### config.mk
export PLATFORM = sky130hd
export DESIGN_NAME = evb_i2c_regs
export DESIGN_NICKNAME = d
export VERILOG_FILES = /design/src/core/evb_i2c_regs.v
export VERILOG_INCLUDE_DIRS = /design/src /design/src/core
export SDC_FILE = /design/constraint.sdc
export NUM_CORES = 1
export LEC_CHECK = 0
export BUFFER_PORTS_ARGS = -buffer_cell sky130_fd_sc_hd__buf_2
export CAP_MARGIN = 40
export CELL_PAD_IN_SITES_DETAIL_PLACEMENT = 1
export CELL_PAD_IN_SITES_GLOBAL_PLACEMENT = 1
export CORE_MARGIN = 4
export CORE_UTILIZATION = 44
export CTS_CLUSTER_SIZE = 8
export DETAILED_ROUTE_END_ITERATION = 10
export GPL_ROUTABILITY_DRIVEN = 0
export PLACE_DENSITY = 0.84
export SLEW_MARGIN = 10
export SYNTH_ARGS = -nofsm -noshare
export SYNTH_HDL_FRONTEND = slang
export SYNTH_SLANG_ARGS = --single-unit
### constraint.sdc
create_clock -name i_ref_clk -period 2.85 [get_ports i_ref_clk]
set_input_delay 0.4275 -clock i_ref_clk [delete_from_list [all_inputs] [get_ports i_ref_clk]]
set_output_delay 0.4275 -clock i_ref_clk [all_outputs]
set_load 0.05 [all_outputs]
### src/core/enc_vbi_regs.vh
`ifndef ENC_VBI_REGS_VH
`define ENC_VBI_REGS_VH
// slave addresses (7-bit) and direction bit
`define EVB_SLAVE_ADDR_A    7'h44
`define EVB_SLAVE_ADDR_B    7'h46
`define EVB_RW_READ         1'b1
// byte framing
`define EVB_BITS_PER_BYTE   4'h8
// subaddresses
`define EVB_SUB_WSS_LOW     8'h26
`define EVB_SUB_WSS_HIGH    8'h27
`define EVB_SUB_RT_BURST    8'h28
`define EVB_SUB_BURST_END   8'h29
`define EVB_SUB_COPY0       8'h2A
`define EVB_SUB_COPY1       8'h2B
`define EVB_SUB_COPY_HIGH   8'h2C
// field positions
`define EVB_BIT_ENABLE      7
`define EVB_BIT_RT_COLOR    7
`define EVB_BIT_RT_FIELD    6
`define EVB_POS_FIELD_MSB   5
`define EVB_POS_CODE_HI_MSB 3
`define EVB_RT_ENABLE_BIT   7
// reset values
`define EVB_RST_WSS_LOW     8'h00
`define EVB_RST_WSS_HIGH    8'h00
`define EVB_RST_RT_BURST    8'h21
`define EVB_RST_BURST_END   8'h1D
`define EVB_RST_COPY0       8'h00
`define EVB_RST_COPY1       8'h00
`define EVB_RST_COPY_HIGH   8'h00
`define EVB_RST_BURST_START 6'h21
`define EVB_RST_BURST_STOP  6'h1D
// reserved-bit masks on write
`define EVB_MASK_WSS_HIGH   8'hBF
`define EVB_MASK_BURST_END  8'h3F
`define EVB_MASK_COPY_HIGH  8'h8F
`endif

### src/core/evb_i2c_regs.v
`timescale 1ns/1ns
`include "enc_vbi_regs.vh"

// Notes on behaviour
// - start, address, subaddress, data bytes, stop
// - answer either of two slave addresses
// - address lsb zero writes, one reads
// - slave acknowledges address, subaddress, every data
// - subaddress increments after each data byte
// - 26h: enhanced services and aspect ratio
// - 27h bit7 widescreen enable, reset zero
// - 27h reserved and subtitles code fields
// - 28h bit7 honours realtime colour detect
// - 28h bit6 field sequence source select
// - 28h burst start, reset 33
// - 29h burst end, reset 29
// - 2Ah copy code bits 7..0
// - 2Ch bit7 copy output enable, reset off
// - 2Ch copy code bits 19..16
// - realtime selections act only when enabled
module evb_i2c_regs (
  input  wire        i_ref_clk,
  input  wire        i_reset_n,
  input  wire        i_scl,
  input  wire        i_sda,
  output reg         o_sda_oe,
  input  wire        i_field_start,
  input  wire        i_realtime_control_enable,
  input  wire        i_field_rate_select,
  input  wire        i_rt_field_rate,
  input  wire        i_rt_color_detect,
  output reg         o_widescreen_out_enable,
  output reg  [13:0] o_widescreen_code_bits,
  output reg         o_color_detect_active,
  output reg         o_field_sequence,
  output reg  [5:0]  o_burst_start,
  output reg  [5:0]  o_burst_end,
  output reg         o_copy_data_out_enable,
  output reg  [19:0] o_copy_gen_code
);

  localparam ST_IDLE = 3'h0;
  localparam ST_ADDR = 3'h1;
  localparam ST_SUB  = 3'h2;
  localparam ST_DATA = 3'h3;
  localparam ST_READ = 3'h4;
  localparam ST_SKIP = 3'h5;

  // ----------------------------------------
  // pin synchronisers
  // ----------------------------------------
  // a level counts only once the second and third stages agree
  reg [2:0] scl_sync;
  reg [2:0] sda_sync;
  reg       scl_q;
  reg       sda_q;

  always @(posedge i_ref_clk or negedge i_reset_n) begin
    if (!i_reset_n) begin
      scl_sync <= 3'h7;
      sda_sync <= 3'h7;
      scl_q    <= 1'b1;
      sda_q    <= 1'b1;
    end else begin
      scl_sync <= {scl_sync[1:0], i_scl};
      sda_sync <= {sda_sync[1:0], i_sda};
      if (scl_sync[1] == scl_sync[2])
        scl_q <= scl_sync[2];
      if (sda_sync[1] == sda_sync[2])
        sda_q <= sda_sync[2];
    end
  end

  // the filtered copy gives one-cycle edge events; a start or stop needs scl high
  wire scl_new = (scl_sync[1] == scl_sync[2]) ? scl_sync[2] : scl_q;
  wire sda_new = (sda_sync[1] == sda_sync[2]) ? sda_sync[2] : sda_q;
  wire scl_rise = !scl_q && scl_new;
  wire scl_fall = scl_q && !scl_new;
  wire bus_start = scl_q && scl_new && sda_q && !sda_new;
  wire bus_stop  = scl_q && scl_new && !sda_q && sda_new;

  // ----------------------------------------
  // register storage
  // ----------------------------------------
  reg [7:0] wss_low;
  reg [7:0] wss_high;
  reg [7:0] rt_burst;
  reg [7:0] burst_end_reg;
  reg [7:0] copy0;
  reg [7:0] copy1;
  reg [7:0] copy_high;

  function [7:0] evb_read;
    input [7:0] sub;
    begin
      case (sub)
        `EVB_SUB_WSS_LOW:   evb_read = wss_low;
        `EVB_SUB_WSS_HIGH:  evb_read = wss_high;
        `EVB_SUB_RT_BURST:  evb_read = rt_burst;
        `EVB_SUB_BURST_END: evb_read = burst_end_reg;
        `EVB_SUB_COPY0:     evb_read = copy0;
        `EVB_SUB_COPY1:     evb_read = copy1;
        `EVB_SUB_COPY_HIGH: evb_read = copy_high;
        default:            evb_read = 8'h00;
      endcase
    end
  endfunction

  // ----------------------------------------
  // serial protocol engine
  // ----------------------------------------
  reg [2:0] state;
  reg [7:0] shift;
  reg [3:0] bit_cnt;
  reg [7:0] subaddr;
  reg       ack_phase;
  reg       ack_ok;
  reg       wr_pulse;
  reg [7:0] wr_data;
  reg [7:0] wr_addr;

  // ----------------------------------------
  // byte framing and read data
  // ----------------------------------------
  // the count hits the byte length once, on the eighth rise
  wire       byte_done = (bit_cnt == `EVB_BITS_PER_BYTE);
  wire       addr_hit  = (shift[7:1] == `EVB_SLAVE_ADDR_A) ||
                         (shift[7:1] == `EVB_SLAVE_ADDR_B);
  // one decode feeds the first bit and the rest of an outgoing byte
  wire [7:0] read_byte = evb_read(subaddr);

  always @(posedge i_ref_clk or negedge i_reset_n) begin
    if (!i_reset_n) begin
      state     <= ST_IDLE;
      shift     <= 8'h00;
      bit_cnt   <= 4'h0;
      subaddr   <= 8'h00;
      ack_phase <= 1'b0;
      ack_ok    <= 1'b0;
      o_sda_oe  <= 1'b0;
      wr_pulse  <= 1'b0;
      wr_data   <= 8'h00;
      wr_addr   <= 8'h00;
    end else begin
      // write strobe lasts a single clock
      wr_pulse <= 1'b0;
      if (bus_stop) begin
        // stop ends the frame and frees the line
        state    <= ST_IDLE;
        o_sda_oe <= 1'b0;
      end else if (bus_start) begin
        state     <= ST_ADDR;
        bit_cnt   <= 4'h0;
        ack_phase <= 1'b0;
        o_sda_oe  <= 1'b0;
      end else if (scl_rise && !ack_phase && state != ST_IDLE) begin
        // while reading, shift holds the outgoing byte
        if (state != ST_READ)
          shift <= {shift[6:0], sda_new};
        bit_cnt <= bit_cnt + 4'h1;
      end else if (scl_rise && ack_phase && state == ST_READ && sda_new) begin
        // master nack ends the read
        state <= ST_SKIP;
      end else if (scl_fall && state != ST_IDLE && state != ST_SKIP) begin
        if (ack_phase) begin
          // ack over: release the line or present the next read bit
          ack_phase <= 1'b0;
          bit_cnt   <= 4'h0;
          if (state == ST_READ) begin
            o_sda_oe <= !read_byte[7];
            shift    <= {read_byte[6:0], 1'b1};
          end else begin
            o_sda_oe <= 1'b0;
          end
          if (!ack_ok)
            state <= ST_SKIP;
        end else if (state == ST_READ) begin
          if (byte_done) begin
            ack_phase <= 1'b1;
            o_sda_oe  <= 1'b0;
            subaddr   <= subaddr + 8'h01;
          end else begin
            o_sda_oe <= !shift[7];
            shift    <= {shift[6:0], 1'b1};
          end
        end else if (byte_done) begin
          ack_phase <= 1'b1;
          ack_ok    <= 1'b1;
          o_sda_oe  <= 1'b1;
          case (state)
            ST_ADDR: begin
              if (addr_hit) begin
                state <= (shift[0] == `EVB_RW_READ) ? ST_READ : ST_SUB;
              end else begin
                ack_ok   <= 1'b0;
                o_sda_oe <= 1'b0;
              end
            end
            ST_SUB: begin
              subaddr <= shift;
              state   <= ST_DATA;
            end
            default: begin
              wr_pulse <= 1'b1;
              wr_data  <= shift;
              wr_addr  <= subaddr;
              subaddr  <= subaddr + 8'h01;
            end
          endcase
        end
      end
    end
  end

  // ----------------------------------------
  // register writes
  // ----------------------------------------
  always @(posedge i_ref_clk or negedge i_reset_n) begin
    if (!i_reset_n) begin
      wss_low       <= `EVB_RST_WSS_LOW;
      wss_high      <= `EVB_RST_WSS_HIGH;
      rt_burst      <= `EVB_RST_RT_BURST;
      burst_end_reg <= `EVB_RST_BURST_END;
      copy0         <= `EVB_RST_COPY0;
      copy1         <= `EVB_RST_COPY1;
      copy_high     <= `EVB_RST_COPY_HIGH;
    end else if (wr_pulse) begin
      // reserved bits kept zero even if the host slips
      case (wr_addr)
        `EVB_SUB_WSS_LOW:   wss_low <= wr_data;
        `EVB_SUB_WSS_HIGH:  wss_high <= wr_data & `EVB_MASK_WSS_HIGH;
        `EVB_SUB_RT_BURST:  rt_burst <= wr_data;
        `EVB_SUB_BURST_END: burst_end_reg <= wr_data & `EVB_MASK_BURST_END;
        `EVB_SUB_COPY0:     copy0 <= wr_data;
        // copy code middle byte
        `EVB_SUB_COPY1:     copy1 <= wr_data;
        `EVB_SUB_COPY_HIGH: copy_high <= wr_data & `EVB_MASK_COPY_HIGH;
        // unmapped subaddress: acknowledged, byte dropped
        default:            wss_low <= wss_low;
      endcase
    end
  end

  // ----------------------------------------
  // field-aligned outputs
  // ----------------------------------------
  // realtime selections only act while the enable is high
  wire next_color_detect   = rt_burst[`EVB_BIT_RT_COLOR] && i_realtime_control_enable &&
                             i_rt_color_detect;
  wire next_field_sequence = (rt_burst[`EVB_BIT_RT_FIELD] && i_realtime_control_enable) ?
                             i_rt_field_rate : i_field_rate_select;

  // settings move to the video side only at a field start, so a line never mixes old and new
  always @(posedge i_ref_clk or negedge i_reset_n) begin
    if (!i_reset_n) begin
      o_widescreen_out_enable <= 1'b0;
      o_widescreen_code_bits  <= 14'h0000;
      o_color_detect_active   <= 1'b0;
      o_field_sequence        <= 1'b0;
      o_burst_start           <= `EVB_RST_BURST_START;
      o_burst_end             <= `EVB_RST_BURST_STOP;
      o_copy_data_out_enable  <= 1'b0;
      o_copy_gen_code         <= 20'h00000;
    end else if (i_field_start) begin
      o_widescreen_out_enable <= wss_high[`EVB_BIT_ENABLE];
      o_widescreen_code_bits  <= {wss_high[`EVB_POS_FIELD_MSB:0], wss_low};
      o_color_detect_active   <= next_color_detect;
      o_field_sequence        <= next_field_sequence;
      o_burst_start           <= rt_burst[`EVB_POS_FIELD_MSB:0];
      o_burst_end             <= burst_end_reg[`EVB_POS_FIELD_MSB:0];
      o_copy_data_out_enable  <= copy_high[`EVB_BIT_ENABLE];
      o_copy_gen_code         <= {copy_high[`EVB_POS_CODE_HI_MSB:0], copy1, copy0};
    end
  end

endmodule // evb_i2c_regs

==> summary.md <==
• 17500 um2 — area of the die
• 17 — CTS Buf Count
• 0 — count of pins over their slew limit
• 6 — count of cells along the worst register-to-register path
• in -> reg — path category of the worst min-delay check
• 15 — largest fanout of any net on the critical path
• 45 — Row Count
• 542 — nets in the synthesized netlist
• 0 — final setup vio count
• 132 um — height of the die
• 336 — drt initial violations
• 4724 — via count
• 660 nW/um2 — Power Dens Cells
• 12.6 mm — sum of net half-perimeters after detailed placement
• 151 — total number of clock tree sinks
• 21.9% — GR Util All Layers
• 759 — placed instance count
• 29.9 mm — wire length of the first global-routing pass
• 0 — Post-CTS Resized
• o_sda_oe — endpoint of the lowest-slack register-to-register path
• 0.45 ns — Reg2Reg Setup Slack
• sky130_fd_sc_hd__dfrtp_1 — library cell occupying the most area in the post-synthesis netlist
• done — TritonCTS clock tree
• 0 — Detail Route Antenna Nets
• 3.88 nW — standby leakage power
• 4 — maximum level of the CTS H-tree
• 0 — ANT cells
• 28.2% — Switching Fraction
• 23.3 um — drt wl/cell
• reg -> reg — Crit Path Class
• 2 — maximum count of clock buffers along a single path
• subaddr[0] — Critical path origin
• 18.4 mm — routed wire length
• 55.9% — proportion of synthesized chip area in sequential cells
• 11.5% — Gate power share
• 44.9% — starting density of the core
• 62 — number of distinct library cell variants in the gate-level netlist after synthesis
• 151 — post-synthesis register bit count
• 1.48 mW — net switching component of the power
• subaddr[0] — Critical R2R Launch
• 0 — drc violations
• 15100 um2 — core area
• 5.25 mW — total design power
• 4 — Detailed Routing Iterations Pass 1
• 0.858 ns — Worst Tran Pin Value
• 0.06 ns — register clock-pin slew on the reported worst setup and hold paths
• 84.3% — share of the clock period used by the worst path
• o_copy_gen_code — register with the most flip-flops
• 5329 — number of global-route vias before repair
• 55 — largest net degree at the start of global routing
• o_copy_gen_code x20, o_widescreen_code_bits x14 — registers with the highest flip-flop counts
• 527 — post-synthesis cell count
• 5.96 — via/cell ratio
• 416 MHz — timing-limited maximum frequency
• 2.40 ns — Tmin final
• sky130_fd_sc_hd__dfrtp_1 — most frequently used flop master after synthesis
• 42.6% — worst relative slew slack
• 48.2% — top-area cell type share of the netlist area
• 132 um — Die Wd
• 0 ns — Final TNS setup
• sky130_fd_sc_hd__dfrtp_1, sky130_fd_sc_hd__mux2_2, sky130_fd_sc_hd__buf_2 — most used cells in the layout excluding fill and tap cells
• 3.78 mW — internal power
• finished clean — result of the run
• 792 — final std cells w/o fill
• 20 — max reg flops
• 606 — total number of nets in the final design
• o_sda_oe — critical path capture point
• register — startpoint type of the worst setup path
• 0 — gr ovfl total
• 6800 um2 — netlist area before placement
• 0.0108 ns — clock tree skew after final layout
• 12.9 um2 — synthesized area divided by synthesized cell count
• sky130_fd_sc_hd__dfrtp_1, sky130_fd_sc_hd__mux2_2, sky130_fd_sc_hd__dfstp_2, sky130_fd_sc_hd__o21ai_0, sky130_fd_sc_hd__mux2_4 — dominant cells by area after synthesis
• 60 — ports placed on the boundary
• 100% — Post-synth ARST share
• 0 — warning count from the yosys run
• 0 — max-capacitance violation count
• 59 — Port-buffer cells
• 0 — number of flops mapped to enable cells by yosys
• 2.72 ns — arrival time of data at the critical path endpoint
• 0.000426 V — Max rail drop VDD
• register — Worst setup EP type
• 17.0% — signed area change from the synthesized netlist to the final layout
• 44.1% — sequential share of power
• no — setup repair after global routing missed its margin
• 0.44 ns — insertion delay of the later-clocked pin in the worst-skew pair
• 0 — final hold viol count
• 0 — antenna violations before repair
• 41.6% — layout cells sized above 1
• sky130_fd_sc_hd__dfrtp_1 — most common cell after layout, fill and taps aside
• sky130_fd_sc_hd__clkbuf_16 — root cell of the clock tree
• 3.17 ns — Req. time, crit path
• 1530 — fill count
• 44.4% — proportion of power drawn by the clock network
-- worst min path at each step --
stage                 from           to  slack (ns)  depth (start not counted)
3_5_place_dp   sda_sync[0]  sda_sync[1]        0.35                          0
3_3_place_gp   sda_sync[0]  sda_sync[1]        0.35                          0
2_1_floorplan    i_reset_n       ack_ok        0.13                          0
5_1_grt              i_scl  scl_sync[0]        0.08                          1
4_1_cts              i_scl  scl_sync[0]        0.08                          1
6_report             i_scl  scl_sync[0]         0.1                          1
-- per-stage QoR --
step	worst slack (ns)	hold WS, ns	utilization [%]	instance area, um2
floorplan	0.870	0.132	-	6800
global placement	0.629	0.346	48.3	7310
detailed placement	0.529	0.348	48.4	7340
CTS	0.504	0.0807	52.5	7960
global route	0.323	0.0836	52.5	7960
finish	0.447	0.0965	52.5	7960
-- cell usage after synthesis, drive strengths merged (4+ instances only) --
| library cell | instances |
|---|---|
| a22o | 6 |
| clkbuf | 18 |
| a2bb2oi | 4 |
| a21oi | 13 |
| mux2i | 8 |
| dfstp | 20 |
| nand3 | 14 |
| nor2b | 10 |
| o31ai | 6 |
| o21ai | 26 |
| nand2 | 28 |
| a211oi | 6 |
| nor3b | 4 |
| ha | 6 |
| a222oi | 6 |
| o22ai | 6 |
| inv | 9 |
| buf | 8 |
| nor3 | 7 |
| mux2 | 118 |
| dfrtp | 131 |
| nor2 | 22 |
| and3 | 5 |
-- per-layer routing --
layer,GRT usage (%),part of all wire (%),vias up
met5,0,0,-
met3,5.11,4.3,44
li1,-,-,2065
met2,38.1,53,128
met4,8.43,2.7,0
met1,26.5,40,2487
-- kinds of logic (layout without fill, tap and decap cells) --
logic type	Yosys count	count (layout)	share of synthesized area (%)
simple gates	115	115	9.75
xor+xnor	3	3	0.386
flops	151	151	55.9
fa+ha+maj	8	8	1.40
buf+inv	35	112	2.19
compound gates	89	89	9.18
mux	126	126	21.2
-- power groups by stage --
stage	sequential, mW	clock (mW)	combinational, mW
final	2.32	2.34	0.603
after global routing	2.32	2.48	0.664
after CTS	2.31	2.37	0.603
after detailed placement	2.35	0	0.592
after global placement	2.34	0	0.547
after floorplan	2.31	0	0.439
-- timing repair --
| action | 4_1_cts | 5_1_grt |
|---|---|---|
| setup buffers | 0 | 0 |
| endpoints found under the hold margin | 42 | 0 |
| hold buffers | 1 | 0 |
| setup endpoints to repair | 0 | 0 |
-- critical path, cell delays in order (launching register included) --
cell and delay (ns):
sky130_fd_sc_hd__dfrtp_1 0.43, sky130_fd_sc_hd__inv_1 0.14, sky130_fd_sc_hd__ha_1 0.59, sky130_fd_sc_hd__o21ai_0 0.26
sky130_fd_sc_hd__a211oi_4 0.46, sky130_fd_sc_hd__o21ai_1 0.14, sky130_fd_sc_hd__a32o_1 0.27
-- cell type report --
cell class / count / area [um2] / share of cell area (%)
clock buffers: 18 / 439 / 5.52
multi-input cells: 341 / 2850 / 35.8
flip-flops and latches: 151 / 3800 / 47.8
repair buffers: 71 / 427 / 5.36
clock inverters: 14 / 173 / 2.17
inverters: 9 / 33.8 / 0.424
well taps: 188 / 235 / 2.96
Note: power is estimated with default switching activity, not from simulation.
